### config.mk
export PLATFORM = sky130hd
export DESIGN_NAME = safe_torque_off_monitor
export DESIGN_NICKNAME = d
export VERILOG_FILES = /design/src/shared/sto_monitor_pkg.sv /design/src/rtl/safe_torque_off_monitor.sv /design/src/rtl/sto_input_filter.sv
export SDC_FILE = /design/constraint.sdc
export NUM_CORES = 1
export LEC_CHECK = 0
export BUFFER_PORTS_ARGS = -buffer_cell sky130_fd_sc_hd__buf_4
export CORE_MARGIN = 1
export CORE_UTILIZATION = 50
export DETAILED_ROUTE_END_ITERATION = 16
export PLACE_DENSITY = 0.76
export SYNTH_ARGS = -nofsm -noshare
export SYNTH_HDL_FRONTEND = slang
export SYNTH_SLANG_ARGS = --single-unit
### constraint.sdc
create_clock -name i_mclk -period 2.71 [get_ports i_mclk]
set_input_delay 0.542 -clock i_mclk [delete_from_list [all_inputs] [get_ports i_mclk]]
set_output_delay 0.542 -clock i_mclk [all_outputs]
set_load 0.01 [all_outputs]
### src/shared/sto_monitor_pkg.sv
// package for the safe torque off monitor: register map, timing, shared types
// assumes a 100 MHz clock and a 32-bit apb register bus
package sto_monitor_pkg;

   // ------------------------------------------------------------------
   // timing
   // ------------------------------------------------------------------
   localparam int unsigned CLK_PERIOD_NS = 10;         // clock period in ns
   localparam int unsigned TEST_PULSE_MAX_US = 1000;   // longest tolerated off pulse, us (1 ms)
   // least time: round up to whole cycles
   localparam int unsigned TEST_PULSE_CYC =
      (TEST_PULSE_MAX_US * 1000 + CLK_PERIOD_NS - 1) / CLK_PERIOD_NS;
   localparam int unsigned FILT_W = 17;                // counter width, holds TEST_PULSE_CYC
   localparam logic [16:0] FILT_LIMIT = 17'(TEST_PULSE_CYC);
   localparam logic [16:0] FILT_ZERO = 17'h0_0000;

   // ------------------------------------------------------------------
   // register map (byte addresses)
   // ------------------------------------------------------------------
   localparam logic [11:0] ADDR_STATE = 12'h000;   // ro: filtered channel state, base cut, decel offer and alarm
   localparam logic [11:0] ADDR_CTRL = 12'h004;    // rw: motion status from drive core
   localparam logic [11:0] ADDR_IRQ_STAT = 12'h008; // ro: sticky events
   localparam logic [11:0] ADDR_IRQ_EN = 12'h00C;  // rw: event enables
   localparam logic [11:0] ADDR_IRQ_CLR = 12'h010; // wo: write one to clear

   // state register fields
   localparam int unsigned ST_OFF_A = 0;      // channel a in torque-off
   localparam int unsigned ST_OFF_B = 1;      // channel b in torque-off
   localparam int unsigned ST_BASE_CUT = 2;   // base drive cut
   localparam int unsigned ST_BOTH_OFF = 3;   // both off (common path)
   localparam int unsigned ST_DECEL_OK = 4;   // forced-stop deceleration offered
   localparam int unsigned ST_ALARM = 5;      // timing alarm latched

   // control register fields
   localparam int unsigned CT_ROTATING = 0;   // motor still rotating
   localparam int unsigned CT_TORQUE_MODE = 1; // torque control mode
   localparam int unsigned CT_ALARM_CLR = 2;  // write one clears timing alarm

   // event bits
   localparam int unsigned EV_CHG_A = 0;      // channel a filtered change
   localparam int unsigned EV_CHG_B = 1;      // channel b filtered change
   localparam int unsigned EV_MISMATCH = 2;   // channels disagree (single channel off)
   localparam int unsigned EV_ALARM = 3;      // timing alarm raised
   localparam int unsigned EV_W = 4;

   localparam logic [31:0] RD_ZERO = 32'h0000_0000;

   // ------------------------------------------------------------------
   // types
   // ------------------------------------------------------------------
   typedef struct packed {
      logic off_a;   // channel a filtered torque-off
      logic off_b;   // channel b filtered torque-off
   } chan_state_t;

   typedef struct packed {
      logic mon_a;      // monitor a conducting
      logic mon_b;      // monitor b conducting
      logic mon_common; // path across both monitors conducting
   } mon_out_t;

endpackage

### src/rtl/safe_torque_off_monitor.sv
// safe torque off input and monitor logic with an apb register slave
// assumes shut-off contacts arrive asynchronously; monitor outputs drive
// open-collector stages outside (1 = conducting)
//
// The APB slave port and the register offsets were left to the implementer.
`timescale 1ns/100ps

module safe_torque_off_monitor
(
   input wire logic i_mclk,
   input wire logic i_resetn,
   input wire logic i_shutoff_in_a,          // contact a, 1 = closed
   input wire logic i_shutoff_in_b,          // contact b, 1 = closed
   input wire logic i_forced_stop_decel_in,  // forced stop 2 request, 1 = decelerate
   input wire logic i_psel,
   input wire logic i_penable,
   input wire logic i_pwrite,
   input wire logic [11:0] i_paddr,
   input wire logic [31:0] i_pwdata,
   output logic [31:0] o_prdata,
   output logic o_pready,
   output logic o_pslverr,
   output logic o_base_drive_en,             // power stage gate enable
   output logic o_torque_off_mon_a,          // 1 = monitor a conducting
   output logic o_torque_off_mon_b,          // 1 = monitor b conducting
   output logic o_torque_off_mon_common,     // 1 = path across monitors conducting
   output logic o_decel_active,              // forced-stop deceleration running
   output logic o_timing_alarm,              // torque-off timing alarm
   output logic o_irq                        // level interrupt
);

   // ------------------------------------------------------------------
   // channel filters
   // ------------------------------------------------------------------
   sto_monitor_pkg::chan_state_t chan;   // filtered channel states
   logic chg_a;                          // channel a change pulse
   logic chg_b;                          // channel b change pulse

   // channel a: open contact is a torque-off request
   sto_input_filter u_filt_a
   (
      .i_mclk(i_mclk),
      .i_resetn(i_resetn),
      .i_pin_closed(i_shutoff_in_a),
      .o_torque_off(chan.off_a),
      .o_changed(chg_a)
   );

   // channel b: same treatment
   sto_input_filter u_filt_b
   (
      .i_mclk(i_mclk),
      .i_resetn(i_resetn),
      .i_pin_closed(i_shutoff_in_b),
      .o_torque_off(chan.off_b),
      .o_changed(chg_b)
   );

   // ------------------------------------------------------------------
   // synchronised forced-stop input
   // ------------------------------------------------------------------
   logic fs1_r;   // first stage
   logic fs2_r;   // second stage

   // two flops on the forced-stop pin
   always_ff @(posedge i_mclk or negedge i_resetn)
   begin
      if (!i_resetn)
      begin
         fs1_r <= 1'b0;
         fs2_r <= 1'b0;
      end
      else
      begin
         fs1_r <= i_forced_stop_decel_in;
         fs2_r <= fs1_r;
      end
   end

   // ------------------------------------------------------------------
   // registers
   // ------------------------------------------------------------------
   logic rotating_r;      // motor rotating, from drive core software
   logic torque_mode_r;   // torque control mode selected
   logic alarm_r;         // timing alarm latched
   logic [3:0] irq_stat_r; // sticky events
   logic [3:0] irq_en_r;   // event enables
   logic wr_acc;          // write access phase
   logic rd_acc;          // read access phase
   logic [3:0] ev;        // this cycle's events
   logic [3:0] clr;       // this cycle's clear request
   logic alarm_set;       // alarm raise condition
   logic any_chg;         // either filtered channel moved

   assign wr_acc = i_psel && i_penable && i_pwrite;
   assign rd_acc = i_psel && i_penable && !i_pwrite;
   assign any_chg = chg_a || chg_b;
   // channel entering torque-off while the motor still turns
   // a release on one channel must not hide an entry on the other
   assign alarm_set = rotating_r && ((chg_a && chan.off_a) || (chg_b && chan.off_b));

   // motion and mode control written by software
   always_ff @(posedge i_mclk or negedge i_resetn)
   begin
      if (!i_resetn)
      begin
         rotating_r <= 1'b0;
         torque_mode_r <= 1'b0;
      end
      else if (wr_acc && i_paddr == sto_monitor_pkg::ADDR_CTRL)
      begin
         rotating_r <= i_pwdata[sto_monitor_pkg::CT_ROTATING];
         torque_mode_r <= i_pwdata[sto_monitor_pkg::CT_TORQUE_MODE];
      end
   end

   // timing alarm: set wins over the clear
   always_ff @(posedge i_mclk or negedge i_resetn)
   begin
      if (!i_resetn)
         alarm_r <= 1'b0;
      else if (alarm_set)
         alarm_r <= 1'b1;
      else if (wr_acc && i_paddr == sto_monitor_pkg::ADDR_CTRL &&
               i_pwdata[sto_monitor_pkg::CT_ALARM_CLR])
         alarm_r <= 1'b0;
   end

   // event collection
   always_comb
   begin
      ev = 4'h0;
      ev[sto_monitor_pkg::EV_CHG_A] = chg_a;
      ev[sto_monitor_pkg::EV_CHG_B] = chg_b;
      ev[sto_monitor_pkg::EV_MISMATCH] = any_chg && (chan.off_a != chan.off_b);
      ev[sto_monitor_pkg::EV_ALARM] = alarm_set;
      clr = 4'h0;
      if (wr_acc && i_paddr == sto_monitor_pkg::ADDR_IRQ_CLR)
         clr = i_pwdata[3:0];
   end

   // sticky status: a new event beats a simultaneous clear
   always_ff @(posedge i_mclk or negedge i_resetn)
   begin
      if (!i_resetn)
         irq_stat_r <= 4'h0;
      else
         irq_stat_r <= (irq_stat_r & ~clr) | ev;
   end

   // enable register
   always_ff @(posedge i_mclk or negedge i_resetn)
   begin
      if (!i_resetn)
         irq_en_r <= 4'h0;
      else if (wr_acc && i_paddr == sto_monitor_pkg::ADDR_IRQ_EN)
         irq_en_r <= i_pwdata[3:0];
   end

   // ------------------------------------------------------------------
   // apb read path, one-cycle answer with zero wait states
   // ------------------------------------------------------------------
   logic [31:0] rd_nxt;   // read mux
   logic err_nxt;         // unmapped address

   always_comb
   begin
      rd_nxt = sto_monitor_pkg::RD_ZERO;
      err_nxt = 1'b0;
      unique case (i_paddr)
         sto_monitor_pkg::ADDR_STATE:
         begin
            rd_nxt[sto_monitor_pkg::ST_OFF_A] = chan.off_a;
            rd_nxt[sto_monitor_pkg::ST_OFF_B] = chan.off_b;
            rd_nxt[sto_monitor_pkg::ST_BASE_CUT] = !o_base_drive_en;
            rd_nxt[sto_monitor_pkg::ST_BOTH_OFF] = o_torque_off_mon_common;
            rd_nxt[sto_monitor_pkg::ST_DECEL_OK] = !torque_mode_r;
            rd_nxt[sto_monitor_pkg::ST_ALARM] = alarm_r;
         end
         sto_monitor_pkg::ADDR_CTRL:
         begin
            rd_nxt[sto_monitor_pkg::CT_ROTATING] = rotating_r;
            rd_nxt[sto_monitor_pkg::CT_TORQUE_MODE] = torque_mode_r;
         end
         sto_monitor_pkg::ADDR_IRQ_STAT: rd_nxt[3:0] = irq_stat_r;
         sto_monitor_pkg::ADDR_IRQ_EN: rd_nxt[3:0] = irq_en_r;
         sto_monitor_pkg::ADDR_IRQ_CLR: rd_nxt = sto_monitor_pkg::RD_ZERO;
         default: err_nxt = 1'b1;
      endcase
   end

   // bus outputs registered; pready rises in the cycle after setup
   always_ff @(posedge i_mclk or negedge i_resetn)
   begin
      if (!i_resetn)
      begin
         o_prdata <= sto_monitor_pkg::RD_ZERO;
         o_pready <= 1'b0;
         o_pslverr <= 1'b0;
      end
      else
      begin
         o_pready <= i_psel && !i_penable;
         o_pslverr <= i_psel && !i_penable && err_nxt;
         o_prdata <= (i_psel && !i_penable && !i_pwrite) ? rd_nxt : sto_monitor_pkg::RD_ZERO;
      end
   end

   // ------------------------------------------------------------------
   // power stage and monitor outputs
   // ------------------------------------------------------------------
   // every change of filtered state reaches the outputs next cycle
   always_ff @(posedge i_mclk or negedge i_resetn)
   begin
      if (!i_resetn)
      begin
         o_base_drive_en <= 1'b0;
         o_torque_off_mon_a <= 1'b1;
         o_torque_off_mon_b <= 1'b1;
         o_torque_off_mon_common <= 1'b1;
      end
      else
      begin
         // either channel off cuts the base drive
         o_base_drive_en <= !(chan.off_a || chan.off_b);
         o_torque_off_mon_a <= chan.off_a;
         o_torque_off_mon_b <= chan.off_b;
         o_torque_off_mon_common <= chan.off_a && chan.off_b;
      end
   end

   // forced-stop deceleration withheld in torque mode and once cut off
   always_ff @(posedge i_mclk or negedge i_resetn)
   begin
      if (!i_resetn)
         o_decel_active <= 1'b0;
      else
         o_decel_active <= fs2_r && !torque_mode_r && !(chan.off_a || chan.off_b);
   end

   // alarm and interrupt outputs
   always_ff @(posedge i_mclk or negedge i_resetn)
   begin
      if (!i_resetn)
      begin
         o_timing_alarm <= 1'b0;
         o_irq <= 1'b0;
      end
      else
      begin
         o_timing_alarm <= alarm_r;
         o_irq <= |(((irq_stat_r & ~clr) | ev) & irq_en_r);
      end
   end

endmodule

### src/rtl/sto_input_filter.sv
// one shut-off channel: pin synchroniser plus test-pulse filter
// assumes the pin level is asynchronous; high means contact closed (released)
`timescale 1ns/100ps

module sto_input_filter
(
   input wire logic i_mclk,
   input wire logic i_resetn,
   input wire logic i_pin_closed,   // raw contact level, 1 = closed
   output logic o_torque_off,       // filtered torque-off request
   output logic o_changed           // one-cycle pulse on filtered change
);

   // ------------------------------------------------------------------
   // synchroniser
   // ------------------------------------------------------------------
   logic sync1_r;   // first stage, read only by second
   logic sync2_r;   // second stage, safe to use

   // two flops before any logic looks at the pin
   always_ff @(posedge i_mclk or negedge i_resetn)
   begin
      if (!i_resetn)
      begin
         sync1_r <= 1'b0;
         sync2_r <= 1'b0;
      end
      else
      begin
         sync1_r <= i_pin_closed;
         sync2_r <= sync1_r;
      end
   end

   // ------------------------------------------------------------------
   // filter
   // ------------------------------------------------------------------
   logic [16:0] cnt_r;   // cycles the pin has been open
   logic off_r;          // filtered state, starts off for safety

   // count open time; open pulses up to the test limit are ignored
   always_ff @(posedge i_mclk or negedge i_resetn)
   begin
      if (!i_resetn)
         cnt_r <= sto_monitor_pkg::FILT_ZERO;
      else if (sync2_r)
         cnt_r <= sto_monitor_pkg::FILT_ZERO;
      else if (cnt_r <= sto_monitor_pkg::FILT_LIMIT)
         cnt_r <= cnt_r + 17'h0_0001;
   end

   // enter torque-off once open longer than the test limit, leave on close
   always_ff @(posedge i_mclk or negedge i_resetn)
   begin
      if (!i_resetn)
      begin
         off_r <= 1'b1;
         o_changed <= 1'b0;
      end
      else
      begin
         if (sync2_r)
            off_r <= 1'b0;   // closed: released, driving
         else if (cnt_r >= sto_monitor_pkg::FILT_LIMIT)
            off_r <= 1'b1;   // this open sample is one past the test limit: torque-off
         o_changed <= (sync2_r && off_r) ||
                      (!sync2_r && !off_r && cnt_r >= sto_monitor_pkg::FILT_LIMIT);
      end
   end

   assign o_torque_off = off_r;

endmodule

# --- Yosys cells after proc, flatten, opt, wreduce, memory -nomap -nowiden ---
# Index checks and enable logic that the tools add are counted.
word_totals:
  register_bits: 70
  output_inout_bits: 41
  word_cells: 102
  in_bits: 52
op_classes:
  n_lt_le_gt_ge: 4
  n_addsub: 2
  eq_ne: 5
  mux: 16
  reduce_logical: 44
  bitwise_logic: 4
op_table:
  columns: ["cell", "count"]
  rows:
  - ["$mux W17", 4]
  - ["$add A17 B1 Y17 const B", 2]
  - ["$ge A17 B17 Y1 const B", 2]
  - ["$le A17 B17 Y1 const B", 2]
  - ["$eq A12 B4 Y1 const B", 2]
  - ["$logic_and A1 B1 Y1", 22]
  - ["$eq A12 B3 Y1 const B", 1]
  - ["$eq A12 B5 Y1 const B", 1]
  - ["$logic_not A12 Y1", 1]
  - ["$reduce_bool A2 Y1", 5]
  - ["$logic_not A1 Y1", 9]
  - ["$and A4 B4 Y4", 2]
  - ["$pmux W2 S4", 1]
  - ["$mux W1", 7]
  - ["$mux W6", 1]
  - ["$pmux W2 S3", 1]
  - ["$logic_or A1 B1 Y1", 5]
  - ["$reduce_or A5 Y1", 1]
  - ["$mux W4", 1]
  - ["$not A4 Y4", 1]
  - ["$or A4 B4 Y4", 1]
  - ["$reduce_or A4 Y1", 1]
  - ["$mux W2", 1]
  - ["$ne A1 B1 Y1", 1]

# --- Depth between registers and ports, before layout ---
depth:
  ltp_word: 9
  mapped_depth: 8
  depth_no_buf: 7

# --- By module ---
# Synthesis repeated with hierarchy kept, for this count alone.
unflattened:
  hier_cells: 394
  hier_area_um2: 3947.5
modules_own_cells:
  columns: ["mod", "cells_per_inst", "n_inst", "area_each_um2"]
  rows:
  - ["sto_input_filter", 132, 2, 1244.9]
  - ["safe_torque_off_monitor", 130, 1, 1457.6]

# --- Worst setup path before layout ---
# OpenSTA, ideal clock, no wires.
synth_path:
  kind: "register -> register"
  from: "reg u_filt_a.cnt_r[0]"
  to: "reg u_filt_a.cnt_r[10]"
  setup_slack_ns: 0.344
  setup_ns: 0.078
  t_arrival_ns: 2.288
  n_path_buf: 1
  synth_period_minus_slack_ns: 2.366
  path_stages_with_launch: 9
  path_cell_list: "dfrtp_1 inv_1 ha_1 or4b_1 a211o_1 a21o_1 buf_6 or4_1 a21oi_1"
synth_via:
  elab_chain_len: 3
synth_rtl:
  columns: ["element", "line", "source"]
  rows:
  - ["start: declaration", "sto_input_filter.sv:38", "logic [16:0] cnt_r;"]
  - ["start signal: assignment", "sto_input_filter.sv:45", "cnt_r <= sto_monitor_pkg::FILT_ZERO;"]
  - ["start signal: assignment", "sto_input_filter.sv:47", "cnt_r <= sto_monitor_pkg::FILT_ZERO;"]
  - ["start signal: assignment", "sto_input_filter.sv:49", "cnt_r <= cnt_r + 17'h0_0001;"]
  - ["$add A17 B1 Y17", "sto_input_filter.sv:49", null]
  - ["$mux W17", "sto_input_filter.sv:48", "else if (cnt_r <= sto_monitor_pkg::FILT_LIMIT)"]
  - ["$mux W17", "sto_input_filter.sv:46", "else if (sync2_r)"]
# Several ways; a longest one is shown, not always the timed one. The select of a mux whose other input is x is not followed.
# A chain may end at the register's enable or synchronous reset.

# --- Worst setup path after layout ---
# Ends and elaborated chain as after synthesis.

==> impl_metrics.json <==
{
  "r2r_end": "u_filt_a.cnt_r[10]",
  "setup_viol": 0,
  "row_count": 30,
  "synth_cell_types": 46,
  "synthAdderAreaFrac": 0.0207,
  "clock_skew_ns": 0.0146,
  "via_per_inst": 5.33,
  "initial_core_util": 0.525,
  "syn2layout_area_growth_pct": 12.7,
  "tns_ns": 0,
  "drtIter0Drc": 126,
  "die_area_sq_um": 7600,
  "port-buffer-count": 38,
  "final_common_cell": "dfrtp_1",
  "cts_setup_buffers": 0,
  "grt_pass1_wl_mm": 11.2,
  "ir_drop_v": 0.000229,
  "cp.required_ns": 2.98,
  "vias": 2713,
  "final_cell_area_sq_um": 4090,
  "wl_per_cell_um": 12.9,
  "cts_tree": "yes",
  "drive_above_1_share": 0.218,
  "cts_inserted_buffers": 9,
  "root_buffer": "clkbuf_8",
  "nNetsFinal": 466,
  "ant_nets": 0,
  "worst_path_max_delay_cell": "or4_1",
  "layout_common_cells": "dfrtp_1 (65), nor2_1 (47), buf_4 (41)",
  "path_buf_inv": 1,
  "die_w_um": 87.2,
  "wirelength_mm": 6.59,
  "drt-pass1-iter-count": 4,
  "p_leak_nw": 1.89,
  "cts_hold_buf": 0,
  "critical_path.max_stage_delay_ns": 0.52,
  "end_kind": "register",
  "async_flop_share": 1.00,
  "dpl.cell_count": 493,
  "tightest_slew_ns": 0.975,
  "fillers": 607,
  "clock_sinks": 70,
  "place_congestion": 0.817,
  "io_pins": 93,
  "final-hold-violation-count": 0,
  "yosysWarnings": 0,
  "rsz0062_at_grt": "no",
  "synth_edf_count": 0,
  "reg2regPathDepth": 7,
  "period_minus_slack_ns": 2.47,
  "path_cells": "inv_1 -> ha_1 -> or4b_1 -> a211o_1 -> a21o_1 -> or4_1 -> a21oi_1",
  "placed_area_sq_um": 3900,
  "synth_top_family_by_area": "simple AND/OR/NAND/NOR gates",
  "grt_pass1_vias": 2481,
  "coreArea_sq_um": 6910,
  "final_cells": 509,
  "timing.final.crit_share": 0.910,
  "outcome": "complete, no violations",
  "r2r_slack_ns": 0.24,
  "cts-htree-levels": 3,
  "cap_violations": 0,
  "synth_cells": 368,
  "fmax_mhz": 406,
  "clkTransAtPathRegs_ns": 0.08,
  "syn_area_sq_um": 3630,
  "slew_headroom": 0.350,
  "gr-total-overflow": 0,
  "post_cts_resized": 0,
  "ys.flop_type": "dfrtp_1",
  "r2r-start": "u_filt_a.cnt_r[0]",
  "synth.area.mux_share": 0.0804,
  "drc": 0,
  "crit_fanout": 9,
  "cp.arrival_ns": 2.73,
  "criticalPathCategory": "reg2reg",
  "cellPowerDensity_nw_per_um2": 479,
  "synthXorXnorAreaFrac": 0.0266,
  "critical_path.top_delay_family": "simple AND/OR/NAND/NOR gates",
  "antenna_found_initial": 0,
  "final_max_slew_viol_count": 0,
  "ys_seq_area_frac": 0.485,
  "place_ws_ns": 0.229,
  "clockBufferDepth": 2,
  "place_hpwl_mm": 4.54,
  "startpoint_type": "register",
  "antenna_cells": 0,
  "clk_latency_ns": 0.34,
  "fp.dieH_um": 87.2,
  "avgSynthCellArea_sq_um": 9.85,
  "grt_util_all_layers": 0.193,
  "min_path_type": "in2async",
  "synth-simple-area-share": 0.182,
  "grt_max_degree": 71,
  "synth-seq-cells": 70,
  "setup_slack_ns": 0.245,
  "synth_compound_area_frac": 0.116
}
cell usage after synthesis (all sizes together) (9+ instances only):
cell type,n,share of area
a21oi,21,0.029
a31oi,9,0.016
buf,28,0.058
clkbuf,9,0.0093
dfrtp,65,0.45
inv,21,0.022
mux2,21,0.065
nand2,14,0.014
nand3,12,0.017
nor2,47,0.049
nor2b,15,0.026
nor3,11,0.015
o21ai,15,0.021
xnor2,10,0.024
final cells by class:
cell class              instances  area [sq um]  area share
flip-flops and latches         70          1760       0.430
multi-input cells             265          1640       0.401
repair buffers                 41           308      0.0753
clock buffers                  10           138      0.0337
well taps                      96           120      0.0294
inverters                      21          78.8      0.0193
clock inverters                 6          45.0      0.0110
logic make-up after synthesis:
| family | count (synthesis) |
|---|---|
| other | 1 |
| adders and majority gates | 6 |
| DFF | 70 |
| and+or+nand+nor | 130 |
| buffers and inverters | 58 |
| muxes | 24 |
| AOI/OAI and AO/OA | 68 |
| xor gates and xnor gates | 11 |
flip-flops by register name (all words and copies together), names as in the netlist, 4 cells and up:
name	count
u_filt_a.cnt_r	17
u_filt_b.cnt_r	17
o_prdata	6
irq_en_r	4
irq_stat_r	4
power breakdown:
group          leakage (nW)  switching [mW]  total (mW)  internal, mW
registers             0.905          0.0229        1.08          1.06
clock network        0.0966           0.403       0.765         0.362
logic                 0.885          0.0659       0.112        0.0463
total                  1.89           0.492        1.96          1.47
how the worst max path moves through the flow:
stage,cells after the start,slack [ns],startpoint,to
after global routing,7,0.09,u_filt_a.cnt_r[0],u_filt_a.cnt_r[10]
after global placement,7,0.27,u_filt_a.cnt_r[0],u_filt_a.cnt_r[10]
after CTS,7,0.23,u_filt_a.cnt_r[0],u_filt_a.cnt_r[10]
after detailed placement,7,0.23,u_filt_a.cnt_r[0],u_filt_a.cnt_r[10]
final,7,0.24,u_filt_a.cnt_r[0],u_filt_a.cnt_r[10]
after floorplan,8,0.34,u_filt_a.cnt_r[0],u_filt_a.cnt_r[10]
routing by layer:
metal | vias to the layer above | global-route usage | routed length [um]
met5 | - | 0 | 0
met4 | 0 | 0.0939 | 129
met3 | 12 | 0.0360 | 291
met2 | 82 | 0.326 | 3140
met1 | 1302 | 0.240 | 3020
li1 | 1317 | - | -
metrics by stage:
stage / power [mW] / utilization / hold WS [ns]
final: 1.96 / 0.592 / 0.291
after global routing: 2.05 / 0.592 / 0.288
after CTS: 1.99 / 0.592 / 0.294
after detailed placement: 1.22 / 0.565 / 0.337
after global placement: 1.21 / 0.565 / 0.333
after floorplan: 1.18 / - / 0.246
(Power assumes the default switching activity.)
